### config.mk
export PLATFORM = sky130hd
export DESIGN_NAME = sync_comm_regs
export DESIGN_NICKNAME = d
export VERILOG_FILES = /design/src/hw/sync_comm_pkg.sv /design/src/hw/check_sum_reg.sv /design/src/hw/interval_timer.sv /design/src/hw/sync_comm_regs.sv
export SDC_FILE = /design/constraint.sdc
export NUM_CORES = 1
export LEC_CHECK = 0
export BUFFER_PORTS_ARGS = -buffer_cell sky130_fd_sc_hd__buf_2
export CAP_MARGIN = 20
export CORE_AREA = 8 8 126 128
export CTS_CLUSTER_DIAMETER = 200
export DETAILED_ROUTE_END_ITERATION = 10
export DIE_AREA = 0 0 134 136
export MAX_ROUTING_LAYER = met4
export PLACE_DENSITY = 0.76
export REMOVE_ABC_BUFFERS = 1
export SYNTH_ARGS = -nofsm -noshare
export SYNTH_HDL_FRONTEND = slang
export SYNTH_SLANG_ARGS = --single-unit
### constraint.sdc
create_clock -name CLOCK -period 3.6 [get_ports CLOCK]
set_input_delay 0.54 -clock CLOCK [delete_from_list [all_inputs] [get_ports CLOCK]]
set_output_delay 0.54 -clock CLOCK [all_outputs]
set_load 0.05 [all_outputs]
### src/hw/sync_comm_pkg.sv
// Purpose: shared constants and types of the serial register access block
// Assumes: 50 MHz CLOCK, bit-serial host port
// Notes:   select offsets and field positions are named here only once
package sync_comm_pkg;
	localparam int SEL_W = 5;
	localparam int CRC_W = 16;
	localparam int CFG_W = 12;
	localparam int PAT_W = 10;
	localparam int IVL_W = 8;
	localparam int CHR_W = 9;
	localparam int NFLAG = 7;
	localparam int NEN   = 6;
	// -----------------------------------------------------------------
	// load flag and enable positions
	// -----------------------------------------------------------------
	localparam int FL_CFG  = 0;
	localparam int FL_PAT1 = 1;
	localparam int FL_PAT2 = 2;
	localparam int FL_IVL  = 3;
	localparam int FL_RXC  = 4;
	localparam int FL_TXC  = 5;
	localparam int FL_TXB  = 6;
	localparam int EN_MODEM = 0;
	localparam int EN_TIMER = 1;
	localparam int EN_ABORT = 2;
	localparam int EN_EMPTY = 3;
	localparam int EN_RX    = 4;
	localparam int EN_TXON  = 5;
	// -----------------------------------------------------------------
	// control register fields and output select offsets
	// -----------------------------------------------------------------
	localparam int CFG_RATE = 11;
	localparam int CFG_POLY = 9;
	localparam int CFG_MODE = 6;
	localparam logic [4:0] SEL_IVL_TOP = 5'h07;
	localparam logic [4:0] SEL_CHR_TOP = 5'h08;
	localparam logic [4:0] SEL_PAT_TOP = 5'h09;
	localparam logic [4:0] SEL_CFG_TOP = 5'h0B;
	localparam logic [4:0] SEL_LOW_TOP = 5'h0F;
	localparam logic [4:0] SEL_FLAG    = 5'h10;
	localparam logic [4:0] SEL_EN      = 5'h17;
	// -----------------------------------------------------------------
	// polynomials, reset values, timing
	// -----------------------------------------------------------------
	localparam logic [15:0] POLY_CRC16 = 16'h8005;
	localparam logic [15:0] POLY_CRC12 = 16'h080F;
	localparam logic [15:0] POLY_REV16 = 16'h4003;
	localparam logic [15:0] POLY_CCITT = 16'h1021;
	localparam int CRC12_TOP = 11;
	localparam logic [11:0] CFG_RST = 12'h000;
	localparam logic [9:0]  PAT_RST = 10'h000;
	localparam logic [7:0]  IVL_RST = 8'h00;
	localparam logic [8:0]  CHR_RST = 9'h000;
	localparam logic [15:0] CRC_RST = 16'h0000;
	localparam int CLOCK_NS = 20;
	localparam int TICK_NS  = 1000;
	localparam int TICK_CYC = TICK_NS / CLOCK_NS;
	typedef enum logic [1:0] {
		PS_CRC16 = 2'b00,
		PS_CRC12 = 2'b01,
		PS_REV16 = 2'b10,
		PS_CCITT = 2'b11
	} poly_t;
	typedef enum logic [2:0] {
		MD_GEN   = 3'b000,
		MD_FRAME = 3'b001,
		MD_SYNC1 = 3'b010,
		MD_SYNC2 = 3'b011,
		MD_SPARE = 3'b100,
		MD_ASY2  = 3'b101,
		MD_ASY1  = 3'b110,
		MD_OFF   = 3'b111
	} mode_t;
	typedef struct packed {
		logic       ce_n;
		logic [4:0] sel;
		logic       wbit;
		logic       strobe;
		logic       rx_level;
	} pins_t;
	typedef struct packed {
		logic cts;
		logic dsr;
		logic auto_send_request;
		logic modem_status_changed;
		logic tx_abort;
		logic rx_buffer_loaded;
		logic frame_abort;
		logic start_bit_seen;
		logic frame_holding_loaded;
		logic first_bit_seen;
		logic frame_holding_overrun;
		logic framing_error;
		logic rx_overrun;
		logic parity_error;
		logic receive_error;
		logic zero_error;
		logic flag_detected;
	} rx_status_t;
endpackage

### src/hw/check_sum_reg.sv
// Purpose: one bit-serial check-sum register
// Assumes: shift is a one-cycle pulse per host bit
// Notes:   short polynomial leaves junk in the top nibble
`timescale 1ns/1ps
`default_nettype none
module check_sum_reg #(
	parameter int W = 16
) (
	input  wire logic                 clk,
	input  wire logic                 rst,
	input  wire logic                 shift,
	input  wire logic                 din,
	input  wire sync_comm_pkg::poly_t poly,
	output logic [W-1:0]              crc
);
	logic [W-1:0] crc_q;
	logic [W-1:0] crc_d;
	logic [W-1:0] taps;
	logic         fb;

	if (W != sync_comm_pkg::CRC_W) begin : g_chk
		$error("check_sum_reg width must be 16");
	end

	always_comb begin
		fb = din ^ crc_q[W-1];
		case (poly)
			sync_comm_pkg::PS_CRC16: taps = sync_comm_pkg::POLY_CRC16;
			sync_comm_pkg::PS_CRC12: begin
				taps = sync_comm_pkg::POLY_CRC12;
				fb   = din ^ crc_q[sync_comm_pkg::CRC12_TOP];
			end
			sync_comm_pkg::PS_REV16: taps = sync_comm_pkg::POLY_REV16;
			default:                 taps = sync_comm_pkg::POLY_CCITT;
		endcase
		crc_d = crc_q;
		if (shift) begin
			crc_d = {crc_q[W-2:0], 1'b0} ^ (fb ? taps : '0);
		end
	end

	always_ff @(posedge clk) begin
		if (rst) begin
			crc_q <= sync_comm_pkg::CRC_RST;
		end else begin
			crc_q <= crc_d;
		end
	end

	assign crc = crc_q;
endmodule
`default_nettype wire

### src/hw/interval_timer.sv
// Purpose: interval timer that reloads from the interval register
// Assumes: TICK cycles of CLOCK make one timer step
// Notes:   an interval of zero stops the events
`timescale 1ns/1ps
`default_nettype none
module interval_timer #(
	parameter int W    = 8,
	parameter int TICK = 50
) (
	input  wire logic         clk,
	input  wire logic         rst,
	input  wire logic [W-1:0] interval,
	output logic              elapsed
);
	localparam int PW = $clog2(TICK);
	logic [PW-1:0] pre_q;
	logic [PW-1:0] pre_d;
	logic [W-1:0]  cnt_q;
	logic [W-1:0]  cnt_d;
	logic          el_q;
	logic          el_d;

	if (TICK < 2) begin : g_chk
		$error("interval_timer TICK must be at least 2");
	end

	always_comb begin
		pre_d = pre_q - 1'b1;
		cnt_d = cnt_q;
		el_d  = 1'b0;
		if (pre_q == '0) begin
			pre_d = PW'(TICK - 1);
			if (interval != '0) begin
				if (cnt_q == '0) begin
					cnt_d = interval;
				end else if (cnt_q == W'(1)) begin
					cnt_d = interval; // [RULE25]
					el_d  = 1'b1; // [RULE2]
				end else begin
					cnt_d = cnt_q - 1'b1;
				end
			end
		end
	end

	always_ff @(posedge clk) begin
		if (rst) begin
			pre_q <= '0;
			cnt_q <= '0;
			el_q  <= 1'b0;
		end else begin
			pre_q <= pre_d;
			cnt_q <= cnt_d;
			el_q  <= el_d;
		end
	end

	assign elapsed = el_q;
endmodule
`default_nettype wire

### src/hw/sync_comm_regs.sv
// Purpose: bit-addressed register access of the communication controller
// Assumes: host pins are asynchronous; engine status is on CLOCK
// Notes:   read data lags select and enable pins by three cycles
`timescale 1ns/1ps
`default_nettype none
// Functional notes
// RULE1: interval register takes bit writes only while its load flag is set
// RULE2: interval register value sets the timer event rate
// RULE3: receive check-sum advances on writes to bits 0-9 under its flag
// RULE4: receive check-sum is read on bits 0-15 under its flag
// RULE5: check-sum reads come out most significant bit first
// RULE6: transmit check-sum advances on bits 0-9 under either tx flag
// RULE7: transmit check-sum is read on bits 0-15 under either tx flag
// RULE8: tx and pattern load flags stay set until an explicit command
// RULE9: first pattern register takes bits 0-9 under its flag
// RULE10: second pattern register takes bits 0-9 under its flag
// RULE11: first pattern syncs receive and fills; second only fills
// RULE12: tx buffer loads with no flag set or the buffer-check flag
// RULE13: active transmitter moves buffer to shifter when a char ends
// RULE14: buffer-check flag loads bits 0-8 and advances tx check-sum
// RULE15: host reads one of 32 bits chosen by select lines under enable
// RULE16: read line released when chip enable is high
// RULE17: bits 0-15 show normal data only with all load flags clear
// RULE18: bits 31-21 carry summary, flag and status bits
// RULE19: bits 20-16 carry enabled interrupts, bit 15 receive level
// RULE20: bits 14-9 carry mode dependent receive status
// RULE21: bits 8-0 carry the received character
// RULE22: check-sums shift once per host write strobe
// RULE23: any write to control bit 11 clears the control load flag
// RULE24: flag status bit is the OR of all seven load flags
// RULE25: timer reloads from interval register at each expiry
module sync_comm_regs #(
	parameter int TICK_CYC = sync_comm_pkg::TICK_CYC
) (
	input  wire logic                       CLOCK,
	input  wire logic                       SYS_RST,
	input  wire logic                       CE_N,
	input  wire logic [4:0]                 BIT_SELECT_LINES,
	input  wire logic                       SERIAL_WRITE_LINE,
	input  wire logic                       SERIAL_BIT_STROBE,
	input  wire logic                       SERIAL_RECEIVE_LEVEL,
	input  wire sync_comm_pkg::rx_status_t  STATUS,
	input  wire logic [8:0]                 RX_CHAR,
	input  wire logic                       RX_CHAR_VALID,
	input  wire logic                       TX_CHAR_DONE,
	output logic                            SERIAL_READ_LINE,
	output logic                            SERIAL_READ_OE,
	output logic [11:0]                     CONFIG,
	output logic [9:0]                      SYNC_PATTERN,
	output logic [9:0]                      FILL_PATTERN,
	output logic [8:0]                      TX_SHIFTER,
	output logic                            TX_SHIFT_LOAD,
	output logic                            TX_ACTIVE
);
	localparam int NF = sync_comm_pkg::NFLAG;
	localparam int NE = sync_comm_pkg::NEN;

	if (TICK_CYC < 2) begin : g_chk
		$error("TICK_CYC must be at least 2");
	end

	// -----------------------------------------------------------------
	// pin synchronisers
	// -----------------------------------------------------------------
	sync_comm_pkg::pins_t meta_q;
	sync_comm_pkg::pins_t pin_q;
	logic                 strobe_prev_q;
	logic                 wr;

	always_ff @(posedge CLOCK) begin
		if (SYS_RST) begin
			meta_q        <= '{ce_n: 1'b1, default: '0};
			pin_q         <= '{ce_n: 1'b1, default: '0};
			strobe_prev_q <= 1'b0;
		end else begin
			meta_q        <= '{ce_n: CE_N, sel: BIT_SELECT_LINES,
				wbit: SERIAL_WRITE_LINE, strobe: SERIAL_BIT_STROBE,
				rx_level: SERIAL_RECEIVE_LEVEL};
			pin_q         <= meta_q;
			strobe_prev_q <= pin_q.strobe;
		end
	end

	// one write per rising strobe edge, only while the chip is enabled
	assign wr = pin_q.strobe && !strobe_prev_q && !pin_q.ce_n; // [RULE22]

	// -----------------------------------------------------------------
	// write decode and register state
	// -----------------------------------------------------------------
	logic [NF-1:0] flag_q, flag_d;
	logic [NE-1:0] en_q, en_d;
	logic [11:0]   cfg_q, cfg_d;
	logic [9:0]    pat1_q, pat1_d;
	logic [9:0]    pat2_q, pat2_d;
	logic [9:0]    fill_q, fill_d;
	logic [7:0]    ivl_q, ivl_d;
	logic [8:0]    xbr_q, xbr_d;
	logic [8:0]    xsr_q, xsr_d;
	logic          empty_q, empty_d;
	logic          load_q, load_d;
	logic          elap_q, elap_d;
	logic          miss_q, miss_d;
	logic          rx_shift, tx_shift;
	logic          tick;
	logic [15:0]   rx_crc, tx_crc;
	logic [4:0]    sel;
	logic [4:0]    cmd;
	logic          any_flag;
	sync_comm_pkg::mode_t mode;

	assign sel      = pin_q.sel;
	assign any_flag = |flag_q; // [RULE24]
	assign mode     = sync_comm_pkg::mode_t'(
		cfg_q[sync_comm_pkg::CFG_MODE +: 3]);

	always_comb begin
		flag_d   = flag_q;
		en_d     = en_q;
		cfg_d    = cfg_q;
		pat1_d   = pat1_q;
		pat2_d   = pat2_q;
		ivl_d    = ivl_q;
		xbr_d    = xbr_q;
		xsr_d    = xsr_q;
		empty_d  = empty_q;
		load_d   = 1'b0;
		elap_d   = elap_q;
		miss_d   = miss_q;
		rx_shift = 1'b0;
		tx_shift = 1'b0;
		cmd      = 5'h00;
		// the shifter takes the old buffer before a same-cycle write lands
		if (en_q[sync_comm_pkg::EN_TXON] && TX_CHAR_DONE
			&& !empty_q) begin
			xsr_d   = xbr_q; // [RULE13]
			load_d  = 1'b1;
			empty_d = 1'b1;
		end
		if (wr) begin
			if (sel >= sync_comm_pkg::SEL_EN) begin
				cmd = sel - sync_comm_pkg::SEL_EN;
				if (cmd < 5'(NE)) begin
					en_d[cmd[2:0]] = pin_q.wbit;
				end
				if (cmd == 5'(sync_comm_pkg::EN_TIMER)) begin
					elap_d = 1'b0;
					miss_d = 1'b0;
				end
			end else if (sel >= sync_comm_pkg::SEL_FLAG) begin
				cmd = sel - sync_comm_pkg::SEL_FLAG;
				flag_d[cmd[2:0]] = pin_q.wbit; // [RULE8]
			end else if (flag_q[sync_comm_pkg::FL_CFG]) begin
				if (sel <= sync_comm_pkg::SEL_CFG_TOP) begin
					cfg_d[sel[3:0]] = pin_q.wbit;
				end
				if (sel == sync_comm_pkg::SEL_CFG_TOP) begin
					flag_d[sync_comm_pkg::FL_CFG] = 1'b0; // [RULE23]
				end
			end else if (flag_q[sync_comm_pkg::FL_PAT1]) begin
				if (sel <= sync_comm_pkg::SEL_PAT_TOP) begin
					pat1_d[sel[3:0]] = pin_q.wbit; // [RULE9]
				end
			end else if (flag_q[sync_comm_pkg::FL_PAT2]) begin
				if (sel <= sync_comm_pkg::SEL_PAT_TOP) begin
					pat2_d[sel[3:0]] = pin_q.wbit; // [RULE10]
				end
			end else if (flag_q[sync_comm_pkg::FL_IVL]) begin
				if (sel <= sync_comm_pkg::SEL_IVL_TOP) begin
					ivl_d[sel[2:0]] = pin_q.wbit; // [RULE1]
				end
			end else if (flag_q[sync_comm_pkg::FL_RXC]) begin
				rx_shift = sel <= sync_comm_pkg::SEL_PAT_TOP; // [RULE3]
			end else if (flag_q[sync_comm_pkg::FL_TXC]) begin
				tx_shift = sel <= sync_comm_pkg::SEL_PAT_TOP; // [RULE6]
			end else if (sel <= sync_comm_pkg::SEL_CHR_TOP) begin
				xbr_d[sel[3:0]] = pin_q.wbit; // [RULE12]
				empty_d         = 1'b0;
				// [RULE14]
				tx_shift = flag_q[sync_comm_pkg::FL_TXB];
			end else if (flag_q[sync_comm_pkg::FL_TXB]) begin
				tx_shift = sel <= sync_comm_pkg::SEL_PAT_TOP; // [RULE6]
			end
		end
		// a timer event beats a clear in the same cycle
		if (tick) begin
			miss_d = elap_q;
			elap_d = 1'b1;
		end
	end

	// bisync style mode refills with the first pattern, others the second
	always_comb begin
		fill_d = pat2_q; // [RULE11]
		if (mode == sync_comm_pkg::MD_SYNC2) begin
			fill_d = pat1_q; // [RULE11]
		end
	end

	always_ff @(posedge CLOCK) begin
		if (SYS_RST) begin
			flag_q  <= '0;
			en_q    <= '0;
			cfg_q   <= sync_comm_pkg::CFG_RST;
			pat1_q  <= sync_comm_pkg::PAT_RST;
			pat2_q  <= sync_comm_pkg::PAT_RST;
			fill_q  <= sync_comm_pkg::PAT_RST;
			ivl_q   <= sync_comm_pkg::IVL_RST;
			xbr_q   <= sync_comm_pkg::CHR_RST;
			xsr_q   <= sync_comm_pkg::CHR_RST;
			empty_q <= 1'b1;
			load_q  <= 1'b0;
			elap_q  <= 1'b0;
			miss_q  <= 1'b0;
		end else begin
			flag_q  <= flag_d;
			en_q    <= en_d;
			cfg_q   <= cfg_d;
			pat1_q  <= pat1_d;
			pat2_q  <= pat2_d;
			fill_q  <= fill_d;
			ivl_q   <= ivl_d;
			xbr_q   <= xbr_d;
			xsr_q   <= xsr_d;
			empty_q <= empty_d;
			load_q  <= load_d;
			elap_q  <= elap_d;
			miss_q  <= miss_d;
		end
	end

	check_sum_reg #(.W(sync_comm_pkg::CRC_W)) u_rx_crc (
		.clk   (CLOCK),
		.rst   (SYS_RST),
		.shift (rx_shift),
		.din   (pin_q.wbit),
		.poly  (sync_comm_pkg::poly_t'(cfg_q[sync_comm_pkg::CFG_POLY +: 2])),
		.crc   (rx_crc)
	);

	check_sum_reg #(.W(sync_comm_pkg::CRC_W)) u_tx_crc (
		.clk   (CLOCK),
		.rst   (SYS_RST),
		.shift (tx_shift),
		.din   (pin_q.wbit),
		.poly  (sync_comm_pkg::poly_t'(cfg_q[sync_comm_pkg::CFG_POLY +: 2])),
		.crc   (tx_crc)
	);

	interval_timer #(.W(sync_comm_pkg::IVL_W), .TICK(TICK_CYC)) u_timer (
		.clk      (CLOCK),
		.rst      (SYS_RST),
		.interval (ivl_q), // [RULE2]
		.elapsed  (tick)
	);

	// -----------------------------------------------------------------
	// receive holding register
	// -----------------------------------------------------------------
	logic [8:0] rhr_q, rhr_d;

	always_comb begin
		rhr_d = rhr_q;
		if (RX_CHAR_VALID) begin
			rhr_d = RX_CHAR;
		end
	end

	always_ff @(posedge CLOCK) begin
		if (SYS_RST) begin
			rhr_q <= sync_comm_pkg::CHR_RST;
		end else begin
			rhr_q <= rhr_d;
		end
	end

	// -----------------------------------------------------------------
	// input select map and serial read
	// -----------------------------------------------------------------
	logic [31:0] in_bits;
	logic [15:0] crc_view;
	logic [2:0]  mode_bits;
	logic        frame_md, async_md;
	logic [4:0]  irq;
	logic        read_q, read_d;
	logic        oe_q, oe_d;

	always_comb begin
		frame_md = mode == sync_comm_pkg::MD_FRAME;
		async_md = mode == sync_comm_pkg::MD_ASY2
			|| mode == sync_comm_pkg::MD_ASY1;
		mode_bits = 3'h0; // [RULE20]
		if (frame_md) begin
			mode_bits = {STATUS.frame_abort, STATUS.frame_holding_loaded,
				STATUS.frame_holding_overrun};
		end else if (async_md) begin
			mode_bits = {STATUS.start_bit_seen, STATUS.first_bit_seen,
				STATUS.framing_error};
		end
		irq[4] = STATUS.modem_status_changed && en_q[sync_comm_pkg::EN_MODEM];
		irq[3] = elap_q && en_q[sync_comm_pkg::EN_TIMER];
		irq[2] = STATUS.tx_abort && en_q[sync_comm_pkg::EN_ABORT]
			&& (mode == sync_comm_pkg::MD_GEN || frame_md);
		irq[1] = empty_q && en_q[sync_comm_pkg::EN_TXON]
			&& en_q[sync_comm_pkg::EN_EMPTY];
		irq[0] = (STATUS.rx_buffer_loaded || STATUS.frame_holding_loaded
			|| STATUS.frame_abort) && en_q[sync_comm_pkg::EN_RX];
		in_bits = {|irq, any_flag, STATUS.modem_status_changed, // [RULE18]
			STATUS.cts, STATUS.dsr, STATUS.auto_send_request, elap_q,
			miss_q, STATUS.tx_abort, empty_q, STATUS.rx_buffer_loaded,
			irq, pin_q.rx_level, mode_bits, STATUS.rx_overrun, // [RULE19]
			frame_md ? STATUS.zero_error : STATUS.parity_error, // [RULE20]
			frame_md ? STATUS.flag_detected : STATUS.receive_error,
			rhr_q}; // [RULE21]
		// bit 0 of the select reaches the top of the register first
		for (int i = 0; i < 16; i++) begin
			crc_view[i] = rx_crc[15 - i]; // [RULE5]
			if (flag_q[sync_comm_pkg::FL_TXC]
				|| flag_q[sync_comm_pkg::FL_TXB]) begin
				crc_view[i] = tx_crc[15 - i]; // [RULE7]
			end else if (!flag_q[sync_comm_pkg::FL_RXC]) begin
				crc_view[i] = 1'b0;
			end
		end
		if (any_flag) begin
			in_bits[15:0] = crc_view; // [RULE17] [RULE4]
		end
		read_d = in_bits[sel] && !pin_q.ce_n; // [RULE15]
		oe_d   = !pin_q.ce_n; // [RULE16]
	end

	always_ff @(posedge CLOCK) begin
		if (SYS_RST) begin
			read_q <= 1'b0;
			oe_q   <= 1'b0;
		end else begin
			read_q <= read_d;
			oe_q   <= oe_d;
		end
	end

	assign SERIAL_READ_LINE = read_q;
	assign SERIAL_READ_OE   = oe_q;
	assign CONFIG           = cfg_q;
	assign SYNC_PATTERN     = pat1_q;
	assign FILL_PATTERN     = fill_q;
	assign TX_SHIFTER       = xsr_q;
	assign TX_SHIFT_LOAD    = load_q;
	assign TX_ACTIVE        = en_q[sync_comm_pkg::EN_TXON];
endmodule
`default_nettype wire

=== After elaboration in Yosys (flattened, before gate mapping) ===
Cells that the tools add are included.

* Register bits after elaboration: 162
* Input bits: 39
* Logic and storage cells: 228

* $add $sub $neg: 4
* Order comparisons: 16
* Eq/ne operators: 9
* Multiplexer cells: 103
* Bitwise gates (word level): 16
* Reductions and logical operators: 46

{| class="wikitable"
|+ Operator list
! kind !! count
|-
| $mux W1 || 81
|-
| $mux W16 || 3
|-
| $pmux W16 S3 || 1
|-
| $xor A16 B16 Y16 || 2
|-
| $bwmux W10 || 2
|-
| $logic_and A1 B1 Y1 || 16
|-
| $mux W8 || 2
|-
| $le A5 B4 Y1 const B || 3
|-
| $bwmux W12 || 1
|-
| $lt A3 B4 Y1 const B || 3
|-
| $ge A5 B5 Y1 const B || 2
|-
| $mux W10 || 1
|-
| $not A1 Y1 || 10
|-
| $reduce_and A10 Y1 || 1
|-
| $bwmux W9 || 1
|-
| $demux W1 S3 || 3
|-
| $ge A3 B1 Y1 const B || 3
|-
| $reduce_and A3 Y1 || 3
|-
| $bwmux W8 || 1
|-
| $eq A8 B1 Y1 const B || 1
|-
| $logic_not A8 Y1 || 1
|-
| $reduce_and A8 Y1 || 1
|-
| $reduce_bool A8 Y1 || 1
|-
| $sub A8 B1 Y8 const B || 1
|-
| 36 further kinds || 50
|}

=== Depth between registers and ports, before layout ===
* Depth in word-level cells: 13
* Depth in mapped cells: 11

=== By module ===
Synthesis repeated with hierarchy kept, for this count alone.

* Cell total of the unflattened synthesis: 930
* Area total of the unflattened synthesis: 8021.4 um2

{| class="wikitable"
|+ By module, submodules not included
! module !! instances !! cells each !! area an instance (um2) !! sequential area each (um2)
|-
| sync_comm_regs || 1 || 646 || 5420.2 || 2302.2
|-
| check_sum_reg || 2 || 92 || 869.6 || 320.3
|-
| interval_timer || 1 || 100 || 862.1 || 300.3
|}

=== Least setup slack after synthesis ===
No wires, ideal clock.

* Path kind: reg-to-reg
* Start: reg pin_q, in the netlist sel[1]
* End: reg u_tx_crc.crc_q[10] (netlist: u_tx_crc.crc[10])
* Library setup time: 128 ps
* Data arrival time: 2169 ps
* Required time: 3472 ps
* Slack: 1303 ps
* Cell stages (with the launch flop): 11
* Path buffers: 3
* Clock period less this slack: 2297 ps
* Cell sequence: dfxtp_1 buf_2 inv_1 ha_1 clkbuf_1 o21bai_2 a21oi_1 o2111ai_2 buf_4 mux2i_1 nor2_1

* Word-level cells in the longest chain between the ends: 12
* Elaborated cells on any way between the ends: 15
* Classes of those cells: order compare (4); mux (11)

{| class="wikitable"
|+ Ends and longest elaborated chain
! what !! RTL line !! text
|-
| start, declared || sync_comm_regs.sv:66 || <nowiki>sync_comm_pkg::pins_t pin_q;</nowiki>
|-
| start signal, assigned || sync_comm_regs.sv:79 || <nowiki>pin_q <= meta_q;</nowiki>
|-
| $le A5 B4 Y1 || sync_comm_regs.sv:174, sync_comm_regs.sv:181 ||
|-
| $mux W1 || sync_comm_regs.sv:180 || <nowiki>end else if (flag_q[sync_comm_pkg::FL_TXB]) begin</nowiki>
|-
| $mux W1 || sync_comm_regs.sv:175 || <nowiki>end else if (sel <= sync_comm_pkg::SEL_CHR_TOP) begin</nowiki>
|-
| $mux W1 || sync_comm_regs.sv:173 || <nowiki>end else if (flag_q[sync_comm_pkg::FL_TXC]) begin</nowiki>
|-
| $mux W1 || sync_comm_regs.sv:171 || <nowiki>end else if (flag_q[sync_comm_pkg::FL_RXC]) begin</nowiki>
|-
| $mux W1 || sync_comm_regs.sv:167 || <nowiki>end else if (flag_q[sync_comm_pkg::FL_IVL]) begin</nowiki>
|-
| $mux W1 || sync_comm_regs.sv:163 || <nowiki>end else if (flag_q[sync_comm_pkg::FL_PAT2]) begin</nowiki>
|-
| $mux W1 || sync_comm_regs.sv:159 || <nowiki>end else if (flag_q[sync_comm_pkg::FL_PAT1]) begin</nowiki>
|-
| $mux W1 || sync_comm_regs.sv:152 || <nowiki>end else if (flag_q[sync_comm_pkg::FL_CFG]) begin</nowiki>
|-
| $mux W1 || sync_comm_regs.sv:149 || <nowiki>end else if (sel >= sync_comm_pkg::SEL_FLAG) begin</nowiki>
|-
| $mux W1 * || sync_comm_regs.sv:140 || <nowiki>if (sel >= sync_comm_pkg::SEL_EN) begin</nowiki>
|-
| $mux W1 * || sync_comm_regs.sv:139 || <nowiki>if (wr) begin</nowiki>
|-
| end signal, assigned || check_sum_reg.sv:44 || <nowiki>crc_q <= sync_comm_pkg::CRC_RST;</nowiki>
|-
| end signal, assigned || check_sum_reg.sv:46 || <nowiki>crc_q <= crc_d;</nowiki>
|-
| end, declared || check_sum_reg.sv:16 || <nowiki>logic [W-1:0] crc_q;</nowiki>
|}

Every way passes the cells marked *; elsewhere a longest branch is shown, timed or not.
A chain may end at the register's enable or synchronous reset.

=== Worst setup path after layout ===
* Start: reg pin_q, in the netlist sel[0]
* End: reg u_rx_crc.crc_q[15] (netlist: u_rx_crc.crc[15])

* Word-level cells in the longest chain between the ends: 9
* Elaborated cells on any way between the ends: 11
* Classes of those cells: order compare (3); mux (8)

{| class="wikitable"
|+ Ends and longest elaborated chain
! what !! RTL line !! text
|-
| $le A5 B4 Y1 || sync_comm_regs.sv:172 || <nowiki>rx_shift = sel <= sync_comm_pkg::SEL_PAT_TOP;</nowiki>
|-
| $mux W1 || sync_comm_regs.sv:171 ||
|-
| $mux W1 || sync_comm_regs.sv:167 ||
|-
| $mux W1 || sync_comm_regs.sv:163 ||
|-
| $mux W1 || sync_comm_regs.sv:159 ||
|-
| $mux W1 || sync_comm_regs.sv:152 ||
|-
| $mux W1 || sync_comm_regs.sv:149 ||
|-
| $mux W1 * || sync_comm_regs.sv:140 ||
|-
| $mux W1 * || sync_comm_regs.sv:139 ||
|-
| end signal, assigned || check_sum_reg.sv:44 ||
|-
| end signal, assigned || check_sum_reg.sv:46 ||
|-
| end, declared || check_sum_reg.sv:16 ||
|}

Marked as above.

==> metrics <==
outcome=complete, no violations; Combinational Power Share=7.4%; FMAX=0.3677 GHz; Distinct cells, synth=65; Starting Density=54.47%; number of enable flip-flop cells after synthesis=0; Final period util=approximately three quarters; Critical Path End Type=flop; ratio of cells with drive above 1 in the final layout=14.54%; crit start category=flop; fillers=1236; WP data arrival=3.05 ns; Mapped Cells=approximately 910; first-pass detailed-route iteration total=5; total track usage=22.07%; num rows=44; pre-CTS setup slack=0.9159 ns; Yosys top cell area share=around 42%; via/cell ratio=5.780; Post-CTS Hold Buffers=0; total CTS buffers=17; R2R depth=7; largest net degree at the start of global routing=between 70 and 80; sequential cell area=3244 sq um; maximum root-to-sink buffer count=2; vias in the first global route=6293; post-CTS setup buffer count=0; HPWL Detailed=13340 microns; leakage dissipation=3.596 nW; Post-synth ARST share=0%; clk_lat worst skew=approximately 0.43 ns; gp weighted congestion=between 0.9 and 1; synthesized cell area=approximately 7600 sq um; clock share of power=a little under half; placed instance area=8114 sq um; endpoints failing hold=0; Synth area leaders=dfxtp_1, mux2i_1, nor2_1; die area=18220 sq um; fin nets=between 1000 and 1500; data required time of the worst path=3.93 ns; htree depth=4; most frequent cell after synthesis=dfxtp_1; clock-pin slew on the worst setup and hold paths=0.06 ns; CTS tree=built; Cell Pwr Density=between 400 and 500 nW/um^2; n_diodes=0; Top Ports=84; Psw=0.9256 mW; die height=136 microns; register area share after synthesis=42.41%; GRT Residual Overflow=0; port buffer count=83; crit path kind=reg2reg; maxcap violations=0; r2r startpoint=sel[0]$_SDFF_PP0_; core area=around 14000 sq um; initial antenna violation count=0; VDD IR-drop max=0.4140 mV; R2R setup slack=0.88 ns; # resized after CTS=0; FF-to-FF End=u_rx_crc.crc[15]$_SDFFE_PP0P_; Pins Over Slew Limit=0; area occupied by multi-input gates=4086 sq um; area leader, netlist=dfxtp_1; Syn Area/Cell=~8.4 sq um; Layout Skew=~0.0083 ns; Critical Path Sink=u_rx_crc.crc[15]$_SDFFE_PP0P_; first-pass GRT wire length=roughly 32000 microns; CTS sink count=roughly 160; Routed WL per cell=between 15 and 20 microns; crit path max fanout=24; Worst Tran Pin Value=1.013 ns; Final Util=62.25%; Min Hold Slack=0.2984 ns; part of the power in registers=45.9%; max_slew headroom=32.45%; final WL=a little under 20000 microns; switching part of the total=22.60%; final setup vio count=0; Vias=6670; Die X=134 microns; initial DRC count=681; Post-Route Setup TNS=0 ns; DRC errors left=0; CP Launch Point=sel[0]$_SDFF_PP0_; fin area=approximately 8700 sq um; most common library cells after synthesis=dfxtp_1, nor2_1, nand2_1, mux2i_1, a21oi_1; Cell Int Power=3.171 mW; post-route ant nets=0; Area Growth Syn to Fin=14.28%; unrepaired setup endpoints after global routing=no; ys flop type=dfxtp_1; clock root buffer=clkbuf_16; hold crit path type=in2reg; Tmin final=2.719 ns; setup ws final=between 0.8 and 0.9 ns; Yosys reg bits=around 160; synth warn=0
==> state kept, by name, indices dropped and copies added, names as in the netlist, 4 cells and up <==
name           flops
TX_SHIFTER         9
sel                5
FILL_PATTERN      10
u_timer.pre_q      6
xbr_q              9
rhr_q              9
en_q               6
flag_q             7
u_timer.cnt_q      8
pin_q              4
u_tx_crc.crc      16
meta_q             9
SYNC_PATTERN      10
ivl_q              8
CONFIG            12
u_rx_crc.crc      16
pat2_q            10
==> power groups by stage <==
stage,clock network (mW),registers [mW],logic (mW)
2_1_floorplan,0,1.92,0.184
3_3_place_gp,0,1.92,0.293
3_5_place_dp,0,1.92,0.302
4_1_cts,1.94,1.88,0.304
5_1_grt,2.02,1.89,0.338
6_report,1.91,1.88,0.305
==> cell type report <==
class,instances,area share [%]
clock inverters,9,1.775
flip-flops and latches,162,37.12
multi-input cells,670,46.76
repair buffers,94,5.727
clock buffers,21,5.383
well taps,184,2.634
inverters,14,0.6013
==> worst max-delay path, stage by stage, from the launching register on <==
cell      delay (ns)
dfxtp_1         0.36
ha_1            0.38
a21o_1          0.22
a21oi_1         0.23
o21a_1          0.18
and4_1          0.87
nor2_1          0.10
a211oi_1        0.27
==> metal layers <==
metal	up-vias	track usage, %	wire, microns
met5	-	-	0
met2	251	33.01	8899
met4	0	9.482	461
met1	3135	28.23	8750
li1	3246	-	-
met3	38	4.989	1315
==> cells by family after synthesis <==
logic type | Yosys count | share of synthesized area [%]
AOI/OAI and AO/OA | 163 | 13.33
xor gates and xnor gates | 23 | 2.634
adders and majority gates | 13 | 2.127
buffers and inverters | 77 | 4.156
DFF | 162 | 42.41
muxes | 92 | 12.27
and+or+nand+nor | 379 | 23.07
==> worst min path at each step <==
stage,from,endpoint,slack [ns],cells past startpoint
6_report,CE_N,meta_q[8]$_SDFF_PP1_,0.30,2
5_1_grt,CE_N,meta_q[8]$_SDFF_PP1_,0.29,2
4_1_cts,CE_N,meta_q[8]$_SDFF_PP1_,0.28,2
3_5_place_dp,meta_q[8]$_SDFF_PP1_,pin_q[8]$_SDFF_PP1_,0.41,1
3_3_place_gp,meta_q[8]$_SDFF_PP1_,pin_q[8]$_SDFF_PP1_,0.39,1
2_1_floorplan,meta_q[8]$_SDFF_PP1_,pin_q[8]$_SDFF_PP1_,0.39,1
==> cell usage in the layout, fill, tap and decap left out, types with 3 or more instances in the layout <==
cell type,n
a211oi_1,22
a21oi_1,51
a221oi_1,5
a31oi_1,4
and2_1,7
and3_1,5
and3b_1,3
buf_2,82
buf_4,12
bufinv_16,4
clkbuf_16,17
clkbuf_8,3
dfxtp_1,161
ha_1,13
inv_1,13
mux2_2,4
mux2i_1,87
nand2_1,96
nand2b_1,3
nand3_1,34
nand3b_1,5
nand4_1,6
nor2_1,153
nor2b_1,23
nor3_1,16
nor3b_1,4
nor4_1,6
o211ai_1,4
o21a_1,3
o21ai_0,45
o31ai_1,3
or2_2,4
or3_1,3
xnor2_1,14
xor2_1,9
==> metrics by stage <==
step	total power, mW	instances
6_report	4.096	1154
3_5_place_dp	2.221	1124
2_1_floorplan	2.104	846
3_3_place_gp	2.211	1124
5_1_grt	4.244	1154
4_1_cts	4.122	1154
Power figures use the tool's default switching activity.
